[src/rtl/hmic_defs.svh]
/*
  Constants of the monitor configuration and interrupt block: host port
  offsets, internal register indices, field positions, reset values and
  the reset pulse timing.
  Assumes a 50 MHz core clock; included by bare name from the reset pulse and top design files.
*/
`ifndef HMIC_DEFS_SVH
`define HMIC_DEFS_SVH

// Host port offsets (low three address bits)
`define HMIC_PORT_POST_A 3'h0
`define HMIC_PORT_POST_B 3'h4
`define HMIC_PORT_ADDR 3'h5
`define HMIC_PORT_DATA 3'h6

// Internal register indices reached through the data port
`define HMIC_IDX_POST_LAST 7'h1F
`define HMIC_IDX_CFG 7'h40
`define HMIC_IDX_STAT_LO 7'h41
`define HMIC_IDX_STAT_HI 7'h42
`define HMIC_IDX_MASK_LO 7'h43
`define HMIC_IDX_MASK_HI 7'h44
`define HMIC_IDX_VAL_HI_FIRST 7'h60
`define HMIC_IDX_VAL_LAST 7'h7F

// Configuration field positions
`define HMIC_CFG_START 0
`define HMIC_CFG_MGMT_EN 1
`define HMIC_CFG_HOST_EN 2
`define HMIC_CFG_HOLD 3
`define HMIC_CFG_RESET 4
`define HMIC_CFG_NMI_SEL 5
`define HMIC_CFG_BYPASS 6
`define HMIC_CFG_INIT 7
`define HMIC_MASKHI_RST_EN 7

// Reset values
`define HMIC_CFG_POR 8'h08
`define HMIC_ZERO8 8'h00
`define HMIC_PTR_POR 7'h00

// Boot code buffer geometry
`define HMIC_POST_DEPTH 32
`define HMIC_POST_LAST_IDX 6'h1F
`define HMIC_POST_FULL_IDX 6'h20

// Reset pulse timing: printed time, clock rate and derived cycle count
`define HMIC_RST_PULSE_MS 20
`define HMIC_CLK_KHZ 50000
`define HMIC_RST_PULSE_CYC (`HMIC_RST_PULSE_MS * `HMIC_CLK_KHZ)
`define HMIC_RST_CNT_W 20

`endif

[src/rtl/hmic_pkg.sv]
/*
  Types of the monitor configuration and interrupt block: host request
  carrier, monitor event carrier and the reset pulse state encoding.
  Assumes nothing of its surroundings.
*/
`default_nettype none

package hmic_pkg;

  // One host bus cycle, sampled on the core clock
  typedef struct packed {
    logic wr;            // One-cycle write strobe
    logic rd;            // One-cycle read strobe
    logic [2:0] addr;    // Port offset
    logic [7:0] wdata;   // Write data
  } hmic_host_req_t;

  // Limit and fan comparison results from the measuring logic
  typedef struct packed {
    logic [4:0] limitLo; // Voltage channels 0..3 and internal temperature
    logic [1:0] fanLo;   // Fan tachometers 1 and 2
    logic [2:0] limitHi; // Voltage channel 4 and the two negative channels
    logic fanHi;         // Fan tachometer 3
  } hmic_mon_evt_t;

  // Reset pulse sequencer, Gray coded along idle, pulse, done
  typedef enum logic [1:0] {
    HMIC_PULSE_IDLE = 2'b00,
    HMIC_PULSE_LOW = 2'b01,
    HMIC_PULSE_DONE = 2'b11
  } hmic_pulse_state_t;

endpackage : hmic_pkg

`default_nettype wire

[src/rtl/hmic_reset_pulse.sv]
/*
  Reset pulse generator: drives an active-low pulse for a fixed number of
  core clock cycles after a start strobe and flags its end for one cycle.
  Assumes start is a one-cycle strobe and is not raised while busy.
*/
`include "hmic_defs.svh"
`timescale 1ns/10ps
`default_nettype none

module hmic_reset_pulse #(
  parameter int unsigned PULSE_CYCLES = `HMIC_RST_PULSE_CYC
) (
  input wire logic core_clk,
  input wire logic rst_b,
  input wire logic start,
  output var logic resetPulse_b,
  output var logic done
);

  hmic_pkg::hmic_pulse_state_t state_reg; // Sequencer state
  hmic_pkg::hmic_pulse_state_t state_next;
  logic [`HMIC_RST_CNT_W-1:0] cnt_reg;    // Cycles spent low
  logic [`HMIC_RST_CNT_W-1:0] cnt_next;
  logic pulse_next;
  wire lastCycle = (cnt_reg == `HMIC_RST_CNT_W'(PULSE_CYCLES - 1));

  ////////////////////////////////////////////////////////////////////////////
  // Next state: the low phase lasts exactly PULSE_CYCLES clocks
  always_comb begin
    state_next = state_reg;
    cnt_next = cnt_reg;
    pulse_next = resetPulse_b;
    case (state_reg)
      hmic_pkg::HMIC_PULSE_IDLE: begin
        if (start) begin // Begin pulse
          state_next = hmic_pkg::HMIC_PULSE_LOW;
          cnt_next = '0;
          pulse_next = 1'b0;
        end
      end
      hmic_pkg::HMIC_PULSE_LOW: begin
        if (lastCycle) begin // Release pin
          state_next = hmic_pkg::HMIC_PULSE_DONE;
          pulse_next = 1'b1;
        end else begin
          cnt_next = cnt_reg + 1'b1;
        end
      end
      hmic_pkg::HMIC_PULSE_DONE: begin
        state_next = hmic_pkg::HMIC_PULSE_IDLE; // One cycle to self-clear
      end
      default: begin
        state_next = hmic_pkg::HMIC_PULSE_IDLE;
        pulse_next = 1'b1;
      end
    endcase
  end

  // State registers
  always_ff @(posedge core_clk or negedge rst_b) begin
    if (!rst_b) begin
      state_reg <= hmic_pkg::HMIC_PULSE_IDLE;
      cnt_reg <= '0;
      resetPulse_b <= 1'b1;
      done <= 1'b0;
    end else begin
      state_reg <= state_next;
      cnt_reg <= cnt_next;
      resetPulse_b <= pulse_next;
      done <= (state_next == hmic_pkg::HMIC_PULSE_DONE);
    end
  end

  ////////////////////////////////////////////////////////////////////////////
  // Pin goes low on the cycle after the start strobe
  property p_pulseStarts;
    @(posedge core_clk) disable iff (!rst_b)
    (start && state_reg == hmic_pkg::HMIC_PULSE_IDLE) |=> !resetPulse_b;
  endproperty
  a_pulseStarts: assert property (p_pulseStarts) else $error("pulse did not start");

  // Pin may only rise after the full count
  property p_pulseLength;
    @(posedge core_clk) disable iff (!rst_b)
    (!resetPulse_b && !lastCycle) |=> !resetPulse_b;
  endproperty
  a_pulseLength: assert property (p_pulseLength) else $error("pulse ended early");

endmodule : hmic_reset_pulse
`default_nettype wire

[src/rtl/hmic_top.sv]
/*
  Configuration and interrupt logic of a hardware monitor: address and data
  ports, boot code buffer, configuration, two sticky status registers, two
  management mask registers, and the interrupt, reset and bypass pins.
  Assumes host strobes are synchronous one-cycle pulses and that event
  inputs come from logic already clocked by core_clk.
*/
`include "hmic_defs.svh"
`timescale 1ns/10ps
`default_nettype none

module hmic_top #(
  parameter int unsigned RST_PULSE_CYCLES = `HMIC_RST_PULSE_CYC
) (
  input wire logic core_clk,
  input wire logic rst_b,
  input wire hmic_pkg::hmic_host_req_t hostReq,
  output var logic [7:0] hostRdata,
  input wire hmic_pkg::hmic_mon_evt_t monEvt,
  input wire logic boardOvertempIn_b,
  input wire logic chassisIntrusionIn,
  input wire logic chainedIrqIn_b,
  output var logic mgmtIrqOut_b,
  output var logic hostNmiOut_b,
  output var logic hostIrqOut_b,
  output var logic sysReset_b,
  output var logic bypassOut,
  output var logic bypassOe
);

  ////////////////////////////////////////////////////////////////////////////
  // Pointer step after a data port access: the buffer stops at its top,
  // paired registers advance to their partner, the value area climbs
  function automatic logic [6:0] hmicNextPtr(input logic [6:0] p);
    if (p < `HMIC_IDX_POST_LAST)
      return 7'(p + 7'h01);
    else if (p == `HMIC_IDX_STAT_LO || p == `HMIC_IDX_MASK_LO)
      return 7'(p + 7'h01);
    else if (p >= `HMIC_IDX_VAL_HI_FIRST && p < `HMIC_IDX_VAL_LAST)
      return 7'(p + 7'h01);
    else
      return p;
  endfunction : hmicNextPtr

  ////////////////////////////////////////////////////////////////////////////
  // State
  logic [6:0] ptr_reg;            // Address pointer
  logic busy_reg;                 // Set by pointer write, cleared by data access
  logic [7:0] cfg_reg;            // Configuration
  logic [7:0] statLo_reg;         // First status register
  logic [6:0] statHi_reg;         // Second status register, bit 7 reserved
  logic [7:0] maskLo_reg;         // First management mask
  logic [7:0] maskHi_reg;         // Second management mask, bit 7 reset enable
  logic [5:0] postIdx_reg;        // Write index of buffer port, saturates at 32
  logic [7:0] postMem [0:`HMIC_POST_DEPTH-1]; // Boot code buffer

  logic [6:0] ptr_next;
  logic [7:0] cfg_next;
  logic [7:0] statLo_next;
  logic [6:0] statHi_next;
  logic [7:0] rdata_next;
  logic pulseDone;
  logic pulseLow_b;

  ////////////////////////////////////////////////////////////////////////////
  // Port decode
  wire selAddrPort = (hostReq.addr == `HMIC_PORT_ADDR);
  wire selDataPort = (hostReq.addr == `HMIC_PORT_DATA);
  wire selPostPort = (hostReq.addr == `HMIC_PORT_POST_A) || (hostReq.addr == `HMIC_PORT_POST_B);
  wire addrWr = hostReq.wr && selAddrPort;
  wire dataWr = hostReq.wr && selDataPort;
  wire dataRd = hostReq.rd && selDataPort;
  wire dataAcc = dataWr || dataRd;
  wire postWr = hostReq.wr && selPostPort;

  // Register decode behind the data port
  wire ptrInPost = (ptr_reg <= `HMIC_IDX_POST_LAST);
  wire ptrCfg = (ptr_reg == `HMIC_IDX_CFG);
  wire ptrStatLo = (ptr_reg == `HMIC_IDX_STAT_LO);
  wire ptrStatHi = (ptr_reg == `HMIC_IDX_STAT_HI);
  wire ptrMaskLo = (ptr_reg == `HMIC_IDX_MASK_LO);
  wire ptrMaskHi = (ptr_reg == `HMIC_IDX_MASK_HI);

  // Soft initialisation and reset pulse requests from a config write
  wire cfgWr = dataWr && ptrCfg;
  wire softInit = cfgWr && hostReq.wdata[`HMIC_CFG_INIT];
  wire rstEnable = maskHi_reg[`HMIC_MASKHI_RST_EN];
  wire pulseBusy = cfg_reg[`HMIC_CFG_RESET];
  wire pulseStart = cfgWr && !softInit && hostReq.wdata[`HMIC_CFG_RESET]
                    && rstEnable && !pulseBusy;

  ////////////////////////////////////////////////////////////////////////////
  // Monitoring runs only with start set and hold clear; in standby or hold
  // the comparison results are ignored, but pin-driven events still latch
  wire monitoring = cfg_reg[`HMIC_CFG_START] && !cfg_reg[`HMIC_CFG_HOLD];

  // Buffer overflow: the 32nd location is being written through the port
  wire postOverflow = postWr && (postIdx_reg == `HMIC_POST_LAST_IDX);

  // Event sets for both status registers
  wire [7:0] setLo = {monEvt.fanLo & {2{monitoring}},
                      !boardOvertempIn_b,
                      monEvt.limitLo & {5{monitoring}}};
  wire [6:0] setHi = {!chainedIrqIn_b,
                      postOverflow,
                      chassisIntrusionIn,
                      monEvt.fanHi && monitoring,
                      monEvt.limitHi & {3{monitoring}}};

  // Read of a status register clears it; soft init clears both
  wire clrLo = (dataRd && ptrStatLo) || softInit;
  wire clrHi = (dataRd && ptrStatHi) || softInit;

  // Set wins over clear so an event in the read cycle survives
  assign statLo_next = (statLo_reg & ~{8{clrLo}}) | setLo;
  assign statHi_next = (statHi_reg & ~{7{clrHi}}) | setHi;

  ////////////////////////////////////////////////////////////////////////////
  // Configuration next value: init wins and reads back as zero in bit 7;
  // the reset bit stands while the pulse runs and drops when it ends
  wire resetBitNext = pulseStart || (pulseBusy && !pulseDone);
  always_comb begin
    cfg_next = cfg_reg;
    if (softInit) begin
      cfg_next = `HMIC_CFG_POR;
    end else if (cfgWr) begin
      cfg_next = {1'b0, hostReq.wdata[6:5], 1'b0, hostReq.wdata[3:0]};
    end
    if (!softInit) begin
      cfg_next[`HMIC_CFG_RESET] = resetBitNext;
    end
  end

  // Pointer: pointer port write loads it, data access steps it
  always_comb begin
    ptr_next = ptr_reg;
    if (softInit) begin
      ptr_next = `HMIC_PTR_POR;
    end else if (addrWr) begin
      ptr_next = hostReq.wdata[6:0];
    end else if (dataAcc) begin
      ptr_next = hmicNextPtr(ptr_reg);
    end
  end

  // Read data: pointer port shows busy and pointer, data port the target
  always_comb begin
    rdata_next = `HMIC_ZERO8;
    if (selAddrPort) begin
      rdata_next = {busy_reg, ptr_reg};
    end else if (selDataPort) begin
      if (ptrInPost) begin
        rdata_next = postMem[ptr_reg[4:0]];
      end else if (ptrCfg) begin
        rdata_next = cfg_reg;
      end else if (ptrStatLo) begin
        rdata_next = statLo_reg;
      end else if (ptrStatHi) begin
        rdata_next = {1'b0, statHi_reg};
      end else if (ptrMaskLo) begin
        rdata_next = maskLo_reg;
      end else if (ptrMaskHi) begin
        rdata_next = maskHi_reg;
      end
    end
  end

  ////////////////////////////////////////////////////////////////////////////
  // Interrupt conditions; the host pin has no mask here and sees any flag
  wire anyMgmt = |(statLo_reg & ~maskLo_reg) || |(statHi_reg & ~maskHi_reg[6:0]);
  wire anyHost = |statLo_reg || |statHi_reg;
  wire hold = cfg_reg[`HMIC_CFG_HOLD];
  // The start bit is deliberately absent, so standby keeps a pending pin
  wire mgmtAct = anyMgmt && cfg_reg[`HMIC_CFG_MGMT_EN] && !hold;
  wire hostAct = anyHost && cfg_reg[`HMIC_CFG_HOST_EN] && !hold;
  wire nmiSel = cfg_reg[`HMIC_CFG_NMI_SEL];

  ////////////////////////////////////////////////////////////////////////////
  // Control and status registers
  always_ff @(posedge core_clk or negedge rst_b) begin
    if (!rst_b) begin
      cfg_reg <= `HMIC_CFG_POR;
      ptr_reg <= `HMIC_PTR_POR;
      statLo_reg <= `HMIC_ZERO8;
      statHi_reg <= 7'h00;
    end else begin
      cfg_reg <= cfg_next;
      ptr_reg <= ptr_next;
      statLo_reg <= statLo_next;
      statHi_reg <= statHi_next;
    end
  end

  // Mask registers and busy flag
  always_ff @(posedge core_clk or negedge rst_b) begin
    if (!rst_b) begin
      maskLo_reg <= `HMIC_ZERO8;
      maskHi_reg <= `HMIC_ZERO8;
      busy_reg <= 1'b0;
    end else if (softInit) begin
      maskLo_reg <= `HMIC_ZERO8;
      maskHi_reg <= `HMIC_ZERO8;
      busy_reg <= 1'b0;
    end else begin
      if (dataWr && ptrMaskLo) maskLo_reg <= hostReq.wdata;
      if (dataWr && ptrMaskHi) maskHi_reg <= hostReq.wdata;
      busy_reg <= addrWr || (busy_reg && !dataAcc);
    end
  end

  // Buffer write index; port writes beyond the 32nd location are dropped
  always_ff @(posedge core_clk or negedge rst_b) begin
    if (!rst_b) begin
      postIdx_reg <= 6'h00;
    end else if (softInit) begin
      postIdx_reg <= 6'h00;
    end else if (postWr && postIdx_reg != `HMIC_POST_FULL_IDX) begin
      postIdx_reg <= postIdx_reg + 6'h01;
    end
  end

  // Buffer storage; not cleared by reset, contents are don't-care at power-on
  always_ff @(posedge core_clk) begin
    if (postWr && postIdx_reg != `HMIC_POST_FULL_IDX) begin
      postMem[postIdx_reg[4:0]] <= hostReq.wdata;
    end else if (dataWr && ptrInPost) begin
      postMem[ptr_reg[4:0]] <= hostReq.wdata;
    end
  end

  // Output pins except the constant bypassOut, all registered
  always_ff @(posedge core_clk or negedge rst_b) begin
    if (!rst_b) begin
      hostRdata <= `HMIC_ZERO8;
      mgmtIrqOut_b <= 1'b1;
      hostNmiOut_b <= 1'b1;
      hostIrqOut_b <= 1'b1;
      bypassOe <= 1'b0;
      sysReset_b <= 1'b1;
    end else begin
      if (hostReq.rd) hostRdata <= rdata_next;
      mgmtIrqOut_b <= !mgmtAct;
      hostNmiOut_b <= !(hostAct && nmiSel);
      hostIrqOut_b <= !(hostAct && !nmiSel);
      bypassOe <= cfg_next[`HMIC_CFG_BYPASS];
      sysReset_b <= pulseLow_b;
    end
  end

  // Open-drain bypass: only ever drives low, enable decides
  assign bypassOut = 1'b0;

  ////////////////////////////////////////////////////////////////////////////
  // Reset pulse timer
  hmic_reset_pulse #(
    .PULSE_CYCLES(RST_PULSE_CYCLES)
  ) hmic_reset_pulse_i (
    .core_clk(core_clk),
    .rst_b(rst_b),
    .start(pulseStart),
    .resetPulse_b(pulseLow_b),
    .done(pulseDone)
  );

  ////////////////////////////////////////////////////////////////////////////
  // Checks
  property p_holdQuiet;
    @(posedge core_clk) disable iff (!rst_b)
    hold |=> (mgmtIrqOut_b && hostNmiOut_b && hostIrqOut_b);
  endproperty
  a_holdQuiet: assert property (p_holdQuiet) else $error("pin active during hold");

  property p_standbyNoLimit;
    @(posedge core_clk) disable iff (!rst_b)
    (!monitoring && !statLo_reg[0]) |=> !statLo_reg[0];
  endproperty
  a_standbyNoLimit: assert property (p_standbyNoLimit) else $error("limit latched idle");

  property p_mgmtDisabled;
    @(posedge core_clk) disable iff (!rst_b)
    !cfg_reg[`HMIC_CFG_MGMT_EN] |=> mgmtIrqOut_b;
  endproperty
  a_mgmtDisabled: assert property (p_mgmtDisabled) else $error("mgmt pin while disabled");

  property p_hostDisabled;
    @(posedge core_clk) disable iff (!rst_b)
    !cfg_reg[`HMIC_CFG_HOST_EN] |=> (hostNmiOut_b && hostIrqOut_b);
  endproperty
  a_hostDisabled: assert property (p_hostDisabled) else $error("host pin while disabled");

  property p_hostSelect;
    @(posedge core_clk) disable iff (!rst_b)
    (hostAct && nmiSel) |=> (!hostNmiOut_b && hostIrqOut_b);
  endproperty
  a_hostSelect: assert property (p_hostSelect) else $error("wrong host pin selected");

  property p_softInit;
    @(posedge core_clk) disable iff (!rst_b)
    softInit |=> (cfg_reg == `HMIC_CFG_POR && maskLo_reg == `HMIC_ZERO8);
  endproperty
  a_softInit: assert property (p_softInit) else $error("init left state");

  property p_mgmtAssert;
    @(posedge core_clk) disable iff (!rst_b)
    (|(statLo_reg & ~maskLo_reg) && cfg_reg[`HMIC_CFG_MGMT_EN] && !hold) |=> !mgmtIrqOut_b;
  endproperty
  a_mgmtAssert: assert property (p_mgmtAssert) else $error("mgmt pin not asserted");

  property p_maskBlocks;
    @(posedge core_clk) disable iff (!rst_b)
    (maskLo_reg == 8'hFF && (statHi_reg & ~maskHi_reg[6:0]) == 7'h00) |=> mgmtIrqOut_b;
  endproperty
  a_maskBlocks: assert property (p_maskBlocks) else $error("masked flag raised pin");

  property p_sticky;
    @(posedge core_clk) disable iff (!rst_b)
    (statLo_reg[0] && !clrLo) |=> statLo_reg[0];
  endproperty
  a_sticky: assert property (p_sticky) else $error("status lost unread");

  property p_overflow;
    @(posedge core_clk) disable iff (!rst_b)
    postOverflow |=> statHi_reg[5];
  endproperty
  a_overflow: assert property (p_overflow) else $error("overflow not flagged");

  property p_resetBitClears;
    @(posedge core_clk) disable iff (!rst_b)
    pulseDone |=> !cfg_reg[`HMIC_CFG_RESET];
  endproperty
  a_resetBitClears: assert property (p_resetBitClears) else $error("reset bit stuck");

endmodule : hmic_top
`default_nettype wire

[config.mk]
export PLATFORM = sky130hd
export DESIGN_NAME = hmic_top
export DESIGN_NICKNAME = d
export VERILOG_FILES = /design/src/rtl/hmic_pkg.sv /design/src/rtl/hmic_reset_pulse.sv /design/src/rtl/hmic_top.sv
export VERILOG_INCLUDE_DIRS = /design/src /design/src/rtl
export SDC_FILE = /design/constraint.sdc
export NUM_CORES = 1
export LEC_CHECK = 0
export BUFFER_PORTS_ARGS = -buffer_cell sky130_fd_sc_hd__clkbuf_2
export CAP_MARGIN = 20
export CORE_MARGIN = 8
export CORE_UTILIZATION = 40
export DETAILED_ROUTE_END_ITERATION = 10
export PLACE_DENSITY_LB_ADDON = 0.12
export SKIP_CTS_REPAIR_TIMING = 1
export SYNTH_ARGS = -nofsm -noshare
export SYNTH_HDL_FRONTEND = slang
export SYNTH_SLANG_ARGS = --single-unit
[constraint.sdc]
create_clock -name core_clk -period 4 [get_ports core_clk]
set_input_delay 0.4 -clock core_clk [delete_from_list [all_inputs] [get_ports core_clk]]
set_output_delay 0.4 -clock core_clk [all_outputs]
set_load 0.02 [all_outputs]
==> flow_summary.json, run 1 <==
{
  "synth.net_count": 1071,
  "hp-class": "in2async",
  "wl_per_cell_um": 24.84,
  "cp_max_fo": 31,
  "power_mw": 9.713,
  "max_cap_viol_count": 0,
  "skew_ps": 13.35,
  "place_ws_ps": 892.2,
  "cts_max_level": 2,
  "synth_edf_count": 256,
  "hold_viol_final": 38,
  "clock-root-buffer": "clkbuf_16",
  "finalWirelength_um": 39620,
  "fin_setup_tns_ps": 0,
  "r2r_end": "postMem[16][6]",
  "grt_overflow_total": 0,
  "end_kind": "flop",
  "yosysMostFrequentCell": "edfxtp_1",
  "largest_reg_flops": 256,
  "first_pass_iters": 7,
  "core_area_um2": 36520,
  "hpwlAfterDp_um": 25480,
  "clkTransAtPathRegs_ps": 60,
  "hold_slack_ps": -44.07,
  "vias": 9151,
  "portBuffers": 41,
  "critPathKind": "reg2reg",
  "grt_max_degree": 67,
  "layout.nets": 1134,
  "arrival_ps": 3350,
  "die_area_um2": 43340,
  "antenna_found_initial": 1,
  "synth_top_area_share_pct": 52.03,
  "cts.sinks": 344,
  "synthToLayoutAreaGrowth_pct": 13.42,
  "tritoncts": "done",
  "synth_seq_cells": 344,
  "synthTopCellsByArea": "edfxtp_1 (52%), dfrtp_1 (14%), mux4_2 (6.7%)",
  "timing.final.ws_setup_ps": 812.0,
  "start_util_pct": 40.45,
  "cp.required_ps": 4160,
  "timing.final.crit_share_pct": 79.70,
  "rsz0062_at_grt": "no",
  "synth_ff_type": "edfxtp_1",
  "syn_avg_cell_area_um2": 14.27,
  "syn-cell-area_um2": 14770,
  "worst-slew-pin-transition_ps": 997.0,
  "ir_drop_mv": 0.3312,
  "clk_latency_ps": 540,
  "die_h_um": 208.2,
  "r2r_start": "ptr_reg[1]",
  "die_w_um": 208.2,
  "rows": 70,
  "status": "finished with violations",
  "io_pins": 43,
  "drc": 0,
  "start_kind": "flop",
  "drt-initial-drc-count": 851,
  "leakage_nw": 5.909,
  "ys_seq_area_share_pct": 66.99,
  "synthCells": 1035,
  "ys_warn_count": 0,
  "violations": "negative hold slack",
  "timing.fmax_mhz": 313.7,
  "ant_nets": 0,
  "drive_gt1_share_pct": 16.96,
  "synthDistinctLibCells": 72,
  "reg2regPathDepth": 7,
  "nFillCells": 3253,
  "synth_top_area_cell": "edfxtp_1",
  "viasPerCell": 5.737,
  "relSlewSlack_pct": 33.53,
  "grt_pass1_wl_um": 59730,
  "post-route-util_pct": 45.88,
  "maxSlewViolCount": 0,
  "ys_async_sr_fraction_pct": 25.58,
  "power_density_nw_per_um2": 579.6,
  "regToRegSetupSlack_ps": 810,
  "yosys-top-cells-count": "edfxtp_1 (256), nor2_1 (87), dfrtp_1 (82)",
  "numCtsBuffers": 39,
  "setup_viol": 0,
  "grt_pass1_vias": 9107,
  "period_needed_ps": 3188,
  "grt_usage_pct": 18.23,
  "cts_buffer_depth": 3,
  "gp_congestion": 0.8291
}
logic make-up (layout without fill, tap and decap cells):
kind of cell | Yosys count | count (layout) | share of synthesized area (%)
AO/OA/AOI/OAI | 191 | 191 | 8.859
XOR/XNOR | 18 | 18 | 1.067
adder cells (fa/ha/maj) | 7 | 7 | 0.5928
buffers and inverters | 87 | 178 | 2.608
flip-flops | 344 | 344 | 66.99
multiplexers | 89 | 89 | 9.781
other | 1 | 2 | 0.02538
AND/OR/NAND/NOR | 298 | 298 | 10.08
layout by cell type (no fill, tap or decap), types with 9 or more instances in the layout:
| master | instances |
|---|---|
| nand2_1 | 79 |
| nor3_1 | 21 |
| xnor2_1 | 9 |
| buf_4 | 38 |
| nor2_1 | 86 |
| o211ai_1 | 12 |
| edfxtp_1 | 256 |
| dfrtp_1 | 80 |
| a31oi_1 | 18 |
| nand2b_1 | 11 |
| a221oi_1 | 10 |
| nor2b_1 | 14 |
| nor4_1 | 11 |
| mux4_2 | 44 |
| mux2i_1 | 42 |
| o22ai_1 | 14 |
| clkbuf_16 | 39 |
| clkbuf_1 | 16 |
| a22o_1 | 17 |
| inv_1 | 30 |
| clkbuf_2 | 40 |
| nand3_1 | 27 |
| a21oi_1 | 37 |
| xor2_1 | 9 |
| o21ai_0 | 33 |
power breakdown:
part | switching (mW) | internal (mW)
Sequential | 0.146 | 3.98
Clock | 1.39 | 1.94
Combinational | 1.40 | 0.846
Total | 2.94 | 6.78
how the worst max path moves through the flow:
stage	endpoint	cells past startpoint	slack, ps	startpoint
global placement	postMem[17][2]	7	970	ptr_reg[1]
finish	postMem[16][6]	7	810	ptr_reg[1]
floorplan	hmic_reset_pulse_i.cnt_reg[5]	11	1250	ptr_reg[0]
detailed placement	postMem[29][2]	6	890	ptr_reg[1]
global route	postMem[17][5]	7	590	ptr_reg[1]
CTS	postMem[16][3]	7	870	ptr_reg[1]
final cells by class:
class                           instances  area [um2]  share of cell area (%)
Multi-Input combinational cell        604        4494                   26.82
Antenna cell                            1       2.502                 0.01493
Tap cell                              468       585.6                   3.494
Clock buffer                           59        1091                   6.511
Clock inverter                         10       80.08                  0.4779
Sequential cell                       344        9902                   59.09
Inverter                               31       116.4                  0.6944
Timing Repair Buffer                   78       485.5                   2.897
metal layers:
metal	vias up	track usage, %	share of wire [%]
met5	-	0	0
met4	0	4.626	2.1
met3	59	3.863	5.6
met2	265	26.26	43
met1	4701	27.60	50
li1	4126	-	-
per-stage QoR:
step | hold slack [ps] | cells | instance area, um2
6_report | -44.07 | 1595 | 16760
5_1_grt | 19.38 | 1594 | 16750
4_1_cts | -9.017 | 1594 | 16750
3_5_place_dp | 382.1 | 1525 | 15580
3_3_place_gp | 382.4 | 1525 | 15580
2_1_floorplan | 104.4 | 1035 | 14770
worst max-delay path: stages (launching register included):
cell and delay, ps:
dfrtp_2 400, buf_4 410, nand2_1 200, o31ai_1 290
nor2_1 220, nor4b_1 340, a31oi_1 170, nor2_1 760
(Power assumes the default switching activity.)
==> run 2, diff against run 1 <==
- clock period: 4 -> 2.7 ns (I/O delays scaled with it)
==> run 2 against run 1 <==
Compared with the run above:
- the run now ends clean
- first-iteration DRC count up 7.1%
- power up 56%
- sequential share of layout area down 2.4 points
- clock-buffer cell count down 11
- via count up 1.3%
- critical endpoint is now postMem[17][2]
- largest cell class unchanged
==> flow_summary.json, run 2 (synthesis results as in run 1) <==
{
  "start_util_pct": 40.45,
  "ir_drop_mv": 0.4108,
  "cp_cell_sequence": "ha_1 > o31ai_2 > nor2_1 > nor4b_1 > a31oi_1 > nor2_1",
  "grt_overflow_total": 0,
  "core_area_um2": 36520,
  "max_cap_viol_count": 0,
  "antenna_found_initial": 0,
  "hp-class": "in2reg",
  "place_ws_ps": -87.25,
  "layout_common_cells": "edfxtp_1 (256), dfrtp_1 (80), nand2_1 (79)",
  "cp_max_fo": 8,
  "setup_viol": 0,
  "final_common_cell": "edfxtp_1",
  "end_kind": "flop",
  "drt-initial-drc-count": 911,
  "fin_setup_tns_ps": 0,
  "clkTransAtPathRegs_ps": 60,
  "crit_family": "simple AND/OR/NAND/NOR gates",
  "clk_latency_ps": 560,
  "leakage_nw": 6.260,
  "synthToLayoutAreaGrowth_pct": 18.17,
  "nFillCells": 3182,
  "grt_pass1_vias": 9433,
  "die_h_um": 208.2,
  "timing.final.crit_share_pct": 98.25,
  "layout.nets": 1190,
  "skew_ps": 19.40,
  "num_antenna_cells": 0,
  "critPathKind": "reg2reg",
  "cp_slowest_cell": "nor2_1",
  "cts.sinks": 344,
  "arrival_ps": 2830,
  "drive_gt1_share_pct": 21.60,
  "vias": 9272,
  "power_mw": 15.17,
  "viasPerCell": 5.609,
  "status": "finished, final reports clean",
  "grt_usage_pct": 18.53,
  "portBuffers": 41,
  "cts_max_level": 2,
  "timing.final.ws_setup_ps": 47.32,
  "rsz0062_at_grt": "yes",
  "grt_pass1_wl_um": 61020,
  "power_density_nw_per_um2": 869.0,
  "hold_slack_ps": 22.53,
  "hold_viol_final": 0,
  "tritoncts": "done",
  "start_kind": "flop",
  "finalWirelength_um": 40130,
  "relSlewSlack_pct": 31.06,
  "die_w_um": 208.2,
  "clock-root-buffer": "clkbuf_16",
  "numCtsBuffers": 39,
  "crit_buf_inv": 0,
  "period_needed_ps": 2653,
  "io_pins": 43,
  "largest_reg_flops": 256,
  "cts_buffer_depth": 3,
  "die_area_um2": 43340,
  "worst-slew-pin-transition_ps": 1029,
  "drc": 0,
  "post-route-util_pct": 47.80,
  "first_pass_iters": 6,
  "ant_nets": 0,
  "cp.required_ps": 2880,
  "maxSlewViolCount": 0,
  "grt_max_degree": 59,
  "gp_congestion": 0.8380,
  "hpwlAfterDp_um": 26040,
  "rows": 70,
  "timing.fmax_mhz": 377.0,
  "slowest_delay_ps": 670,
  "crit_top_cell": "nor2_1",
  "wl_per_cell_um": 24.28
}
[run 2: changes by cell type in the layout (fill, tap and decap cells not counted), moves of 2 or more]
cell / previous run / this run
clkinv_1: 5 / 10
inv_2: 0 / 2
buf_12: 0 / 3
clkbuf_8: 4 / 2
clkbuf_1: 16 / 7
clkinv_2: 2 / 6
nor2_1: 86 / 75
bufinv_16: 1 / 5
inv_1: 30 / 28
buf_4: 38 / 73
nor2_2: 2 / 13
dlygate4sd3_1: 0 / 15
[run 2: layer usage]
layer  vias up  share of wire [%]  global-route usage [%]
li1       4245                  -                       -
met5         -                  0                       0
met4         0                2.1                   5.678
met2       267                 46                   28.43
met3        51                5.0                   3.141
met1      4709                 47                   26.71
[run 2: cell type report]
type                    count  area [um2]  area share, %
clock buffers              48        1041          5.963
clock inverters            24       255.2          1.462
inverters                  31       116.4         0.6665
multi-input cells         604        4547          26.04
flip-flops and latches    344        9902          56.72
well taps                 468       585.6          3.354
repair buffers            134        1011          5.791
[run 2: tightest hold or removal path: cells and delay by family]
family | cells | cell delay (ps)
buffers and inverters | 1 | 130
AO/OA/AOI/OAI | 1 | 80
AND/OR/NAND/NOR | 1 | 50
[run 2: path summary, 6_finish.rpt]
path                                                 start                              to  slack [ps]  depth (start not counted)
max                                             ptr_reg[0]                  postMem[17][2]          50                          6
min                                             hostReq[8]                        busy_reg          20                          3
max reg2reg                                     ptr_reg[0]                  postMem[17][2]          50                          6
min reg2reg                hmic_reset_pulse_i.resetPulse_b                      sysReset_b         370                          0
max in group asynchronous                            rst_b  hmic_reset_pulse_i.cnt_reg[18]        1730                          3
min in group asynchronous                            rst_b                   statLo_reg[7]         320                          2
[run 2: stage by stage]
stage | instances | cell area, um2
CTS | 1635 | 17220
floorplan | 1035 | 14770
detailed placement | 1563 | 15920
global placement | 1562 | 15920
global route | 1653 | 17460
finish | 1653 | 17460
[run 2: where the power goes]
group	internal (mW)	leakage (nW)	total [mW]	switching (mW)
clock	3.23	0.633	5.37	2.14
combinational	1.52	2.22	3.72	2.20
sequential	5.90	3.41	6.08	0.180
total	10.6	6.26	15.2	4.52
